--- config.mk ---
export PLATFORM = sky130hd
export DESIGN_NAME = osp_output_select
export DESIGN_NICKNAME = d
export VERILOG_FILES = /design/src/osp_pkg.sv /design/src/osp_output_select.sv
export SDC_FILE = /design/constraint.sdc
export NUM_CORES = 1
export LEC_CHECK = 0
export BUFFER_PORTS_ARGS = -buffer_cell sky130_fd_sc_hd__buf_2
export CORE_UTILIZATION = 54
export CTS_CLUSTER_SIZE = 40
export DETAILED_ROUTE_END_ITERATION = 8
export PLACE_DENSITY = 0.78
export SYNTH_ARGS = -nofsm -noshare
export SYNTH_HDL_FRONTEND = slang
export SYNTH_SLANG_ARGS = --single-unit
--- constraint.sdc ---
create_clock -name ref_clk_i -period 3.7 [get_ports ref_clk_i]
set_clock_uncertainty 0.2 [all_clocks]
set_input_delay 0 -clock ref_clk_i [delete_from_list [all_inputs] [get_ports ref_clk_i]]
set_output_delay 0 -clock ref_clk_i [all_outputs]
set_load 0.02 [all_outputs]
--- src/osp_pkg.sv ---
// package: codes, slot count and status carrier for the output select block
package osp_pkg;
    localparam int unsigned OSP_SLOTS      = 7;
    localparam int unsigned OSP_CODE_W     = 14;
    localparam int unsigned OSP_LINK_SLOT7 = 2;
    localparam logic [13:0] OSP_NEG_BASE   = 14'h0064;
    localparam logic [13:0] OSP_NEG_LIMIT  = 14'h00C8;
    localparam logic [13:0] OSP_NO_FUNC    = 14'h270F;
    localparam logic [6:0] C_RUN   = 7'h00;
    localparam logic [6:0] C_RDY   = 7'h0B;
    localparam logic [6:0] C_PID   = 7'h2F;
    localparam logic [6:0] C_RETRY = 7'h40;
    localparam logic [6:0] C_AUX   = 7'h44;
    localparam logic [6:0] C_STOPM = 7'h50;
    localparam logic [6:0] C_HLTH  = 7'h51;
    localparam logic [6:0] C_LIFE  = 7'h5A;
    localparam logic [6:0] C_IFAIL = 7'h5B;
    localparam logic [6:0] C_PULSE = 7'h5D;
    localparam logic [6:0] C_UPK   = 7'h5F;
    localparam logic [6:0] C_HOST  = 7'h60;
    localparam logic [6:0] C_MINOR = 7'h62;
    localparam logic [6:0] C_FAULT = 7'h63;
    localparam logic [13:0] OSP_RST_TERM  = 14'h0000;
    localparam logic [13:0] OSP_RST_SLOT7 = 14'h0063;

    typedef struct packed {
        logic brake_transistor;
        logic earth_fault;
        logic accel_overcurrent;
        logic phase_loss;
        logic param_storage;
        logic internal_board;
        logic cpu;
        logic inrush_circuit;
        logic other;
    } osp_fault_s;

    typedef struct packed {
        logic       can_start;
        logic       running;
        logic       freq_at_start;
        logic       dc_brake;
        logic       output_stop_input;
        logic       safety_stop;
        logic       aux_only;
        logic       safety_circuit_fail;
        logic       retry;
        logic       pid_running;
        logic       life_near_end;
        logic [31:0] upkeep_count;
        logic [31:0] upkeep_limit;
        logic       pulse_train;
        logic       warning;
    } osp_status_s;
endpackage : osp_pkg

--- src/osp_output_select.sv ---
// output select block: status flags and per-output code routing with polarity
`timescale 1ns/100ps
//
// Contract
// [RULE1] any function routable to any output; the code refuses pulse codes 93 and 193 on slot 7
// [RULE2] codes 0-99 conduct, 100-199 invert
// [RULE3] one function may drive several outputs
// [RULE4] ready when startable or running, code 11
// [RULE5] running flag at start frequency, code 0
// [RULE6] running flag off when stopped or braking
// [RULE7] shutoff, reset, aux supply clear both
// [RULE8] terminal defaults to running flag
// [RULE9] fault flag defaults to slot, code 99
// [RULE10] fault flag held until fault reset
// [RULE11] internal failure for listed faults, code 91
// [RULE12] accel overcurrent earth fault still counts
// [RULE13] stop monitor while safety stop, code 80
// [RULE14] healthy when no safety circuit fault; the code also drops it on a cpu fault
// [RULE15] aux supply flag, code 68
// [RULE16] retry flag during retry, code 64
// [RULE17] loop control flag, code 47
// [RULE18] lifetime alarm on end of life, code 90
// [RULE19] upkeep flag when count reaches limit
// [RULE20] pulse code 93 refused on slot 7
// [RULE21] host output follows written value, code 96
// [RULE22] minor alarm on warnings, code 98
// [RULE23] unknown code holds output off
// [RULE24] code change acts next cycle only
module osp_output_select
    import osp_pkg::*;
#(
    parameter int unsigned SLOTS = OSP_SLOTS
) (
    input  wire logic                   ref_clk_i,
    input  wire logic                   reset_i,
    input  wire osp_status_s            status_i,
    input  wire osp_fault_s             fault_i,
    input  wire logic                   fault_reset_i,
    input  wire logic [SLOTS-1:0]       host_value_i,
    input  wire logic [SLOTS-1:0]       sel_we_i,
    input  wire logic [OSP_CODE_W-1:0]  sel_code_i,
    output logic [SLOTS-1:0]            out_on_o,
    output logic [SLOTS-1:0]            sel_reject_o,
    output logic                        drive_ready_flag_o,
    output logic                        motor_output_active_o,
    output logic                        fault_flag_o
);
    // slot 0 is the physical terminal, the rest are link bits
    typedef struct packed {
        logic [SLOTS-1:0][OSP_CODE_W-1:0] sel;
        logic [SLOTS-1:0]                 out_on;
        logic [SLOTS-1:0]                 reject;
        logic                             fault;
        logic                             ready;
        logic                             run;
    } osp_state_s;

    osp_state_s state_reg;
    osp_state_s state_next;

    logic any_fault;
    logic shutoff;
    logic ifail;
    logic [SLOTS-1:0] func_on;

    assign any_fault = |fault_i;
    assign shutoff   = state_reg.fault | any_fault | status_i.output_stop_input | status_i.safety_stop;
    // accel overcurrent is reported this way on its own, with or without an earth fault
    assign ifail = fault_i.brake_transistor | fault_i.earth_fault | fault_i.accel_overcurrent
                 | fault_i.phase_loss | fault_i.param_storage | fault_i.internal_board
                 | fault_i.cpu | fault_i.inrush_circuit; // see [RULE11] see [RULE12]

    function automatic logic pick(input logic [OSP_CODE_W-1:0] code, input int unsigned slot,
                                  input osp_state_s s, input logic hv, input logic inf);
        logic [6:0] f;
        logic v;
        logic known;
        f = 7'h00;
        v = 1'b0;
        known = 1'b1;
        if (code < OSP_NEG_BASE)
            f = code[6:0];
        else
            f = 7'((code - OSP_NEG_BASE));
        unique case (f)
            C_RUN:   v = s.run;
            C_RDY:   v = s.ready;
            C_PID:   v = status_i.pid_running;                                 // see [RULE17]
            C_RETRY: v = status_i.retry;                                       // see [RULE16]
            C_AUX:   v = status_i.aux_only;                                    // see [RULE15]
            C_STOPM: v = status_i.safety_stop;                                 // see [RULE13]
            C_HLTH:  v = ~(status_i.safety_circuit_fail | fault_i.cpu);        // see [RULE14]
            C_LIFE:  v = status_i.life_near_end;                               // see [RULE18]
            C_IFAIL: v = inf;
            C_PULSE: v = (slot == OSP_LINK_SLOT7) ? 1'b0 : status_i.pulse_train; // see [RULE20]
            C_UPK:   v = status_i.upkeep_count >= status_i.upkeep_limit;       // see [RULE19]
            C_HOST:  v = hv;                                                   // see [RULE21]
            C_MINOR: v = status_i.warning;                                     // see [RULE22]
            C_FAULT: v = s.fault;
            default: begin
                v = 1'b0;
                known = 1'b0;
            end
        endcase
        // outside 0..199, or an undefined function, the output stays off in either polarity
        if (code >= OSP_NEG_LIMIT || !known)
            pick = 1'b0;                                                       // see [RULE23]
        else if (code >= OSP_NEG_BASE)
            pick = ~v;                                                         // see [RULE2]
        else
            pick = v;
    endfunction : pick

    genvar g;
    generate
        for (g = 0; g < SLOTS; g++) begin : g_slot
            // each slot evaluates independently, so functions may repeat
            assign func_on[g] = pick(state_reg.sel[g], g, state_reg, host_value_i[g], ifail); // see [RULE1] see [RULE3]
        end
    endgenerate

    always_comb begin
        state_next = state_reg;
        // fault set wins over reset in the same cycle
        if (any_fault)
            state_next.fault = 1'b1;                                           // see [RULE10]
        else if (fault_reset_i)
            state_next.fault = 1'b0;
        state_next.ready = (status_i.can_start | status_i.running)
                         & ~shutoff & ~status_i.aux_only;                      // see [RULE4] see [RULE7]
        state_next.run = status_i.running & status_i.freq_at_start & ~status_i.dc_brake
                       & ~shutoff & ~status_i.aux_only;                        // see [RULE5] see [RULE6] see [RULE7]
        for (int i = 0; i < SLOTS; i++) begin
            state_next.reject[i] = 1'b0;
            if (sel_we_i[i]) begin
                if (i == OSP_LINK_SLOT7 && (sel_code_i == 14'(C_PULSE)
                    || sel_code_i == OSP_NEG_BASE + 14'(C_PULSE)))
                    state_next.reject[i] = 1'b1;                               // see [RULE20]
                else
                    state_next.sel[i] = sel_code_i;                            // see [RULE24]
            end
        end
        state_next.out_on = func_on;
    end

    always_ff @(posedge ref_clk_i) begin
        if (reset_i) begin
            state_reg <= '0;
            for (int i = 0; i < SLOTS; i++)
                state_reg.sel[i] <= OSP_NO_FUNC;
            state_reg.sel[0] <= OSP_RST_TERM;                                  // see [RULE8]
            state_reg.sel[OSP_LINK_SLOT7] <= OSP_RST_SLOT7;                    // see [RULE9]
        end else begin
            state_reg <= state_next;
        end
    end

    assign out_on_o              = state_reg.out_on;
    assign sel_reject_o          = state_reg.reject;
    assign drive_ready_flag_o    = state_reg.ready;
    assign motor_output_active_o = state_reg.run;
    assign fault_flag_o          = state_reg.fault;

    property p_fault_hold;
        @(posedge ref_clk_i) disable iff (reset_i)
        fault_flag_o && !fault_reset_i |=> fault_flag_o;
    endproperty
    a_fault_hold: assert property (p_fault_hold) else $error("fault flag dropped without reset"); // see [RULE10]

    property p_fault_set;
        @(posedge ref_clk_i) disable iff (reset_i)
        any_fault |=> fault_flag_o;
    endproperty
    a_fault_set: assert property (p_fault_set) else $error("fault flag not set"); // see [RULE10]

    property p_shutoff_clear;
        @(posedge ref_clk_i) disable iff (reset_i)
        (status_i.output_stop_input || status_i.safety_stop || status_i.aux_only)
            |=> !drive_ready_flag_o && !motor_output_active_o;
    endproperty
    a_shutoff_clear: assert property (p_shutoff_clear) else $error("flags on during shutoff"); // see [RULE7]

    property p_brake_off;
        @(posedge ref_clk_i) disable iff (reset_i)
        status_i.dc_brake || !status_i.running |=> !motor_output_active_o;
    endproperty
    a_brake_off: assert property (p_brake_off) else $error("running flag on while stopped"); // see [RULE6]

    property p_ready_on;
        @(posedge ref_clk_i) disable iff (reset_i)
        status_i.can_start && !shutoff && !status_i.aux_only |=> drive_ready_flag_o;
    endproperty
    a_ready_on: assert property (p_ready_on) else $error("ready flag missing"); // see [RULE4]

    property p_bad_code_off;
        @(posedge ref_clk_i) disable iff (reset_i)
        state_reg.sel[0] >= OSP_NEG_LIMIT |=> !out_on_o[0];
    endproperty
    a_bad_code_off: assert property (p_bad_code_off) else $error("undefined code conducts"); // see [RULE23]

    property p_slot7_reject;
        @(posedge ref_clk_i) disable iff (reset_i)
        sel_we_i[OSP_LINK_SLOT7] && sel_code_i == 14'(C_PULSE)
            |=> sel_reject_o[OSP_LINK_SLOT7] && state_reg.sel[OSP_LINK_SLOT7] == $past(state_reg.sel[OSP_LINK_SLOT7]);
    endproperty
    a_slot7_reject: assert property (p_slot7_reject) else $error("pulse code accepted on slot 7"); // see [RULE20]

    property p_invert;
        @(posedge ref_clk_i) disable iff (reset_i)
        state_reg.sel[0] == OSP_NEG_BASE + 14'(C_RUN) && $stable(state_reg.sel[0])
            |=> out_on_o[0] == !$past(motor_output_active_o);
    endproperty
    a_invert: assert property (p_invert) else $error("inverted polarity wrong"); // see [RULE2]

    property p_sel_latency;
        @(posedge ref_clk_i) disable iff (reset_i)
        sel_we_i[1] && !sel_we_i[0] |=> state_reg.sel[1] == $past(sel_code_i) && $stable(state_reg.sel[0]);
    endproperty
    a_sel_latency: assert property (p_sel_latency) else $error("selection not applied next cycle"); // see [RULE24]

    property p_rdy_route;
        @(posedge ref_clk_i) disable iff (reset_i)
        state_reg.sel[1] == 14'(C_RDY) |=> out_on_o[1] == $past(drive_ready_flag_o);
    endproperty
    a_rdy_route: assert property (p_rdy_route) else $error("ready flag not routed"); // see [RULE4]

    property p_run_route;
        @(posedge ref_clk_i) disable iff (reset_i)
        state_reg.sel[1] == 14'(C_RUN) |=> out_on_o[1] == $past(motor_output_active_o);
    endproperty
    a_run_route: assert property (p_run_route) else $error("running flag not routed"); // see [RULE5]

    property p_pid_route;
        @(posedge ref_clk_i) disable iff (reset_i)
        state_reg.sel[1] == 14'(C_PID) |=> out_on_o[1] == $past(status_i.pid_running);
    endproperty
    a_pid_route: assert property (p_pid_route) else $error("loop control flag not routed"); // see [RULE17]

    property p_retry_route;
        @(posedge ref_clk_i) disable iff (reset_i)
        state_reg.sel[1] == 14'(C_RETRY) |=> out_on_o[1] == $past(status_i.retry);
    endproperty
    a_retry_route: assert property (p_retry_route) else $error("retry flag not routed"); // see [RULE16]

    property p_aux_route;
        @(posedge ref_clk_i) disable iff (reset_i)
        state_reg.sel[1] == 14'(C_AUX) |=> out_on_o[1] == $past(status_i.aux_only);
    endproperty
    a_aux_route: assert property (p_aux_route) else $error("aux supply flag not routed"); // see [RULE15]

    property p_stopm_route;
        @(posedge ref_clk_i) disable iff (reset_i)
        state_reg.sel[1] == 14'(C_STOPM) |=> out_on_o[1] == $past(status_i.safety_stop);
    endproperty
    a_stopm_route: assert property (p_stopm_route) else $error("stop monitor not routed"); // see [RULE13]

    property p_hlth_route;
        @(posedge ref_clk_i) disable iff (reset_i)
        state_reg.sel[1] == 14'(C_HLTH) |=> out_on_o[1] == !$past(status_i.safety_circuit_fail || fault_i.cpu);
    endproperty
    a_hlth_route: assert property (p_hlth_route) else $error("healthy flag not routed"); // see [RULE14]

    property p_life_route;
        @(posedge ref_clk_i) disable iff (reset_i)
        state_reg.sel[1] == 14'(C_LIFE) |=> out_on_o[1] == $past(status_i.life_near_end);
    endproperty
    a_life_route: assert property (p_life_route) else $error("lifetime alarm not routed"); // see [RULE18]

    property p_ifail_route;
        @(posedge ref_clk_i) disable iff (reset_i)
        state_reg.sel[1] == 14'(C_IFAIL) && (fault_i.phase_loss || fault_i.accel_overcurrent)
            |=> out_on_o[1];
    endproperty
    a_ifail_route: assert property (p_ifail_route) else $error("internal failure not shown"); // see [RULE11] see [RULE12]

    property p_upk_route;
        @(posedge ref_clk_i) disable iff (reset_i)
        state_reg.sel[1] == 14'(C_UPK) |=> out_on_o[1] == $past(status_i.upkeep_count >= status_i.upkeep_limit);
    endproperty
    a_upk_route: assert property (p_upk_route) else $error("upkeep flag not routed"); // see [RULE19]

    property p_host_route;
        @(posedge ref_clk_i) disable iff (reset_i)
        state_reg.sel[1] == 14'(C_HOST) |=> out_on_o[1] == $past(host_value_i[1]);
    endproperty
    a_host_route: assert property (p_host_route) else $error("host value not routed"); // see [RULE21]

    property p_minor_route;
        @(posedge ref_clk_i) disable iff (reset_i)
        state_reg.sel[1] == 14'(C_MINOR) |=> out_on_o[1] == $past(status_i.warning);
    endproperty
    a_minor_route: assert property (p_minor_route) else $error("minor alarm not routed"); // see [RULE22]

    property p_fault_route;
        @(posedge ref_clk_i) disable iff (reset_i)
        state_reg.sel[1] == 14'(C_FAULT) |=> out_on_o[1] == $past(fault_flag_o);
    endproperty
    a_fault_route: assert property (p_fault_route) else $error("fault flag not routed"); // see [RULE9]

    property p_neg_route;
        @(posedge ref_clk_i) disable iff (reset_i)
        state_reg.sel[3] == OSP_NEG_BASE + 14'(C_PID) |=> out_on_o[3] == !$past(status_i.pid_running);
    endproperty
    a_neg_route: assert property (p_neg_route) else $error("inverted slot wrong"); // see [RULE2] see [RULE3]

    property p_neg_undef;
        @(posedge ref_clk_i) disable iff (reset_i)
        state_reg.sel[4] == OSP_NEG_BASE + 14'h0002 |=> !out_on_o[4];
    endproperty
    a_neg_undef: assert property (p_neg_undef) else $error("undefined inverted code conducts"); // see [RULE23]

    property p_reset_dflt;
        @(posedge ref_clk_i) disable iff (reset_i)
        $fell(reset_i) |-> state_reg.sel[0] == OSP_RST_TERM && state_reg.sel[OSP_LINK_SLOT7] == OSP_RST_SLOT7;
    endproperty
    a_reset_dflt: assert property (p_reset_dflt) else $error("reset selections wrong"); // see [RULE8] see [RULE9]

    property p_reset_flags;
        @(posedge ref_clk_i) disable iff (reset_i)
        $fell(reset_i) |-> !drive_ready_flag_o && !motor_output_active_o;
    endproperty
    a_reset_flags: assert property (p_reset_flags) else $error("flags on after reset"); // see [RULE7]

    property p_run_ready;
        @(posedge ref_clk_i) disable iff (reset_i)
        status_i.running && !shutoff && !status_i.aux_only |=> drive_ready_flag_o;
    endproperty
    a_run_ready: assert property (p_run_ready) else $error("ready dropped while running"); // see [RULE4]

    property p_run_on;
        @(posedge ref_clk_i) disable iff (reset_i)
        status_i.running && status_i.freq_at_start && !status_i.dc_brake && !shutoff && !status_i.aux_only
            |=> motor_output_active_o;
    endproperty
    a_run_on: assert property (p_run_on) else $error("running flag missing"); // see [RULE5]

    property p_fault_shut;
        @(posedge ref_clk_i) disable iff (reset_i)
        fault_flag_o |=> !drive_ready_flag_o && !motor_output_active_o;
    endproperty
    a_fault_shut: assert property (p_fault_shut) else $error("flags on while faulted"); // see [RULE7]

    property p_other_slot;
        @(posedge ref_clk_i) disable iff (reset_i)
        sel_we_i[3] && !sel_we_i[1] |=> $stable(state_reg.sel[1]);
    endproperty
    a_other_slot: assert property (p_other_slot) else $error("write disturbed another slot"); // see [RULE24]

    property p_slot7_keep;
        @(posedge ref_clk_i) disable iff (reset_i)
        sel_reject_o[OSP_LINK_SLOT7] |-> state_reg.sel[OSP_LINK_SLOT7] != 14'(C_PULSE);
    endproperty
    a_slot7_keep: assert property (p_slot7_keep) else $error("pulse code held on slot 7"); // see [RULE20]

    c_fault_out: cover property (@(posedge ref_clk_i) disable iff (reset_i) fault_flag_o ##1 !fault_flag_o);
    c_run_out:   cover property (@(posedge ref_clk_i) disable iff (reset_i) out_on_o[0] && motor_output_active_o);
    c_reject:    cover property (@(posedge ref_clk_i) disable iff (reset_i) |sel_reject_o);
    c_multi:     cover property (@(posedge ref_clk_i) disable iff (reset_i)
                                 state_reg.sel[1] == state_reg.sel[3] && out_on_o[1] && out_on_o[3]);
endmodule : osp_output_select

Word level (Yosys, flattened, before mapping)
Index checks and enable logic that the tools add are counted.
Word-level totals
  logic and storage cells: 243
  output and inout port bits: 17
  register bits after elaboration: 115
Cells by class
  reductions and logical operators: 40
  bitwise logic cells: 31
  multiplexer cells: 31
  equal/unequal tests: 93
  $add $sub $neg: 7
  order comparisons: 22
Operator list (number)
  $eq 7x7->1 const B: 77
  $ge 14x7->1 const B: 7
  $ge 14x8->1 const B: 7
  $lt 14x7->1 const B: 7
  $reduce_or 14->1: 7
  $pmux 1 s14: 6
  $eq 7x4->1 const B: 7
  $eq 7x6->1 const B: 7
  $logic_not 7->1: 7
  $mux 7: 7
  $sub 7x7->7 const B: 7
  $ge 32x32->1: 1
  $mux 1: 17
  $reduce_or 2->1: 8
  $eq 14x7->1 const B: 1
  $eq 14x8->1 const B: 1
  $not 1->1: 13
  $pmux 1 s13: 1
  $or 1x1->1: 12
  $reduce_or 9->1: 1
  $logic_or 1x1->1: 8
  $logic_not 1->1: 7
  $and 1x1->1: 6
  $reduce_and 2->1: 1
  $reduce_bool 2->1: 1

Depth between registers and ports, before layout
  depth after elaboration: 10
  mapped depth: 13

Worst setup path after synthesis
No wires, ideal clock.
  path type: reg-to-reg
  start: register state_reg[19] (netlist name)
  end: register state_reg (netlist bit out_on_o[0])
  stages on the path, launching flop included: 13
  setup time: 0.095 ns
  data required time: 3.405 ns
  arrival: 3.183 ns
  setup slack: 0.222 ns
  cells stage by stage: dfxtp_1 -> clkbuf_1 -> inv_1 -> ha_1 -> nor2b_1 -> o2111a_1 -> buf_2 -> xnor2_1 -> mux2_2 -> a32oi_1 -> nand3_1 -> or4_1 -> a221oi_1
On the way
  cells in the longest elaborated chain, start to end: 8
Ends and longest elaborated chain
  start: declaration: line osp_output_select.sv:58  | osp_state_s state_reg;
  start signal: assignment: line osp_output_select.sv:154  | state_reg <= state_next;
  $lt 14x7->1 or $sub 7x7->7 (tied branches): line osp_output_select.sv:81, osp_output_select.sv:84
  $mux 7: line osp_output_select.sv:81  | if (code < OSP_NEG_BASE)
  $eq 7x7->1, or another cell as far along: line osp_output_select.sv:85  | unique case (f)
  $reduce_or 14->1 (no line)
  $mux 1: line osp_output_select.sv:85
  $logic_not 1->1: line osp_output_select.sv:106  | if (code >= OSP_NEG_LIMIT || !known)
  $logic_or 1x1->1: line osp_output_select.sv:106
  $reduce_or 2->1 (no line)
Several ways; a longest one is shown, not always the timed one.
A chain may end at the register's enable or synchronous reset.

Worst setup path after layout
  start: register state_reg[103] (netlist name)
  end: register state_reg (netlist bit out_on_o[6])
The elaborated chain is that of the path after synthesis.

==> impl_metrics.json <==
{
  "drc": 12,
  "period_needed_ps": 3480,
  "avgSynthCellArea_um2": 7.55,
  "synth_area_leader_cell": "dfxtp_1",
  "drive_gt1_frac": 0.157,
  "die_x_um": 138,
  "port_buffers": 127,
  "crit_top_cell": "inv_1",
  "yosysSeqAreaShare": 0.217,
  "vias_per_cell": 6.41,
  "grt_pass1_wl_mm": 49.9,
  "violations": "design-rule violations",
  "ios": 134,
  "hold-worst-slack_ps": 9.94,
  "start_util": 0.555,
  "status": "finished, violations left",
  "worstPathMaxFanout": 10,
  "cts_setup_buffers": 0,
  "cts_sinks": 109,
  "max_freq_ghz": 0.287,
  "rsz0062_at_grt": "no",
  "ant_nets": 0,
  "hpwl_mm": 22.0,
  "synth_top_flop_cell": "dfxtp_1",
  "n_antenna_cell": 0,
  "grt_max_degree": 61,
  "crit_family": "compound AO/OA/AOI/OAI gates",
  "instances_no_fill": 1662,
  "yosys.area.top_type_share": 0.217,
  "p_leak_uw": 0.00481,
  "critPathSlowestCell": "or4_1",
  "synth-seq-cells": 109,
  "drtIter0Drc": 1075,
  "h-tree-depth": 3,
  "setup_viol": 0,
  "cts_tree": "yes",
  "worstSetupPathType": "reg -> reg",
  "power.density_nw_per_um2": 285,
  "dieArea_um2": 19100,
  "async_flop_share": 0,
  "area_growth_pct": 13.2,
  "slowest_delay_ps": 500,
  "yosysMostFrequentCell": "nand2_1",
  "synth_area_um2": 10000,
  "cap_viol_max_count": 0,
  "first_pass_iters": 7,
  "cts_buffer_depth": 2,
  "tightestPinTransition_ps": 1090,
  "wirelength_mm": 31.3,
  "cp-end-kind": "register",
  "max-slew-margin-rel": 0.274,
  "crit_chain": "inv_1, ha_1, inv_1, o211ai_1, a21oi_2, or2_1, and3_4, a2111o_1, or4_1, a21oi_1",
  "antenna_found_initial": 0,
  "vdd_drop_max_uv": 293,
  "cts_buffers": 9,
  "required_ps": 3780,
  "hold_path.class": "in -> reg",
  "final_util": 0.629,
  "gp_congestion": 0.990,
  "insertion_delay_ps": 370,
  "synth_cell_type_count": 92,
  "largest_register_ff_count": 98,
  "drt-wirelength-per-cell_um": 18.8,
  "vias": 10700,
  "cp.arrival_ps": 3570,
  "grt_pass1_vias": 9745,
  "fp.dieH_um": 138,
  "ys_warn_count": 0,
  "finalMaxSlewViolations": 0,
  "rows": 49,
  "critPathBufInv": 2,
  "finalNetCount": 1598,
  "gr-total-overflow": 0,
  "ctsRootBufferMaster": "clkbuf_16",
  "core_um2": 18100,
  "tns_ps": 0,
  "synthTopCellsByArea": "dfxtp_1 22%, mux2i_1 10%, ha_1 6.6%",
  "setup.worst_path.start_class": "register",
  "path_clk_slew_ps": 80,
  "finalHoldViolations": 0,
  "syn_inst": 1330,
  "synth_edf_count": 0,
  "grt.total_usage": 0.324,
  "synthTopCellsByCount": "135 x nand2_1, 126 x nor2_1, 109 x dfxtp_1",
  "timing.final.crit_share": 0.942,
  "dp.cells": 1612
}
[layout by cell type, fill, tap and decap left out, drive strengths merged, types with 7 or more instances in the layout]
master	n
ha	53
or4	15
or3	14
nand2	135
o211ai	33
a221oi	8
nand3b	9
mux2	10
mux2i	103
nor4	26
or2	14
o32ai	8
nor4b	7
nor2b	10
nor3	34
a2111oi	18
clkbuf	9
nand3	39
nor2	126
a21oi	47
nand4	15
o21a	11
o31ai	12
o22ai	10
dfxtp	109
dlygate4sd3	34
o21ai	46
inv	82
buf	164
o2111ai	12
xnor2	15
nand2b	18
a211oi	13
and3	9
a31oi	20
a32oi	10
and2	17
[area by class of cell]
type,count,area [um2]
fillers,1620,6720
flip-flops and latches,109,2180
well taps,229,287
clock buffers,9,225
repair buffers,198,1250
clock inverters,7,62.6
multi-input cells,1031,7060
inverters,79,297
[cells by family (layout without fill, tap and decap cells)]
kind of cell,count (synthesis),count (layout),synth area share
simple gates,509,509,0.258
compound gates,334,334,0.249
buf+inv,195,293,0.0812
mux,113,113,0.114
flops,109,109,0.217
fa+ha+maj,53,53,0.0660
xor+xnor,16,16,0.0140
other cells,1,6,0.000373
[power by group]
part | leakage (uW) | internal, uW | switching, uW | total, uW
clock | 0.000139 | 472 | 499 | 971
combinational | 0.00377 | 395 | 545 | 940
sequential | 0.000901 | 1240 | 95.4 | 1330
[per-layer routing]
metal / track usage / up-vias / share of wire
met2: 0.521 / 478 / 0.45
met4: 0.151 / 0 / 0.041
met3: 0.0589 / 95 / 0.084
met5: 0 / - / 0
li1: - / 5110 / -
met1: 0.422 / 4978 / 0.42
[path summary, 6_finish.rpt]
| kind | slack [ps] | endpoint | depth (start not counted) | from |
|---|---|---|---|---|
| max | 220 | out_on_o[6]$_SDFF_PP0_ | 10 | state_reg[103]$_SDFFE_PP1P_ |
| min | 10 | out_on_o[6]$_SDFF_PP0_ | 5 | host_value_i[6] |
| max reg2reg | 220 | out_on_o[6]$_SDFF_PP0_ | 10 | state_reg[103]$_SDFFE_PP1P_ |
| min reg2reg | 280 | state_reg[44]$_SDFFE_PP1P_ | 2 | state_reg[44]$_SDFFE_PP1P_ |
[worst reg2reg max path: stages, from the launching register on]
cell and delay (ps):
dfxtp_1 410, inv_1 240, ha_1 320, inv_1 160, o211ai_1 390, a21oi_2 130
or2_1 310, and3_4 200, a2111o_1 370, or4_1 500, a21oi_1 190
[stage by stage]
stage,total power (uW),instance area [um2],setup WS (ps)
detailed placement,2250,10700,273
CTS,3230,11400,257
global route,3400,11400,25.6
floorplan,1990,10100,222
finish,3250,11400,216
global placement,2230,10700,337
[timing repair]
action | in CTS | in global routing
hold buffers | 34 | 0
gates resized for setup | 0 | 0
hold endpoints to repair | 104 | 0
(Power assumes the default switching activity.)
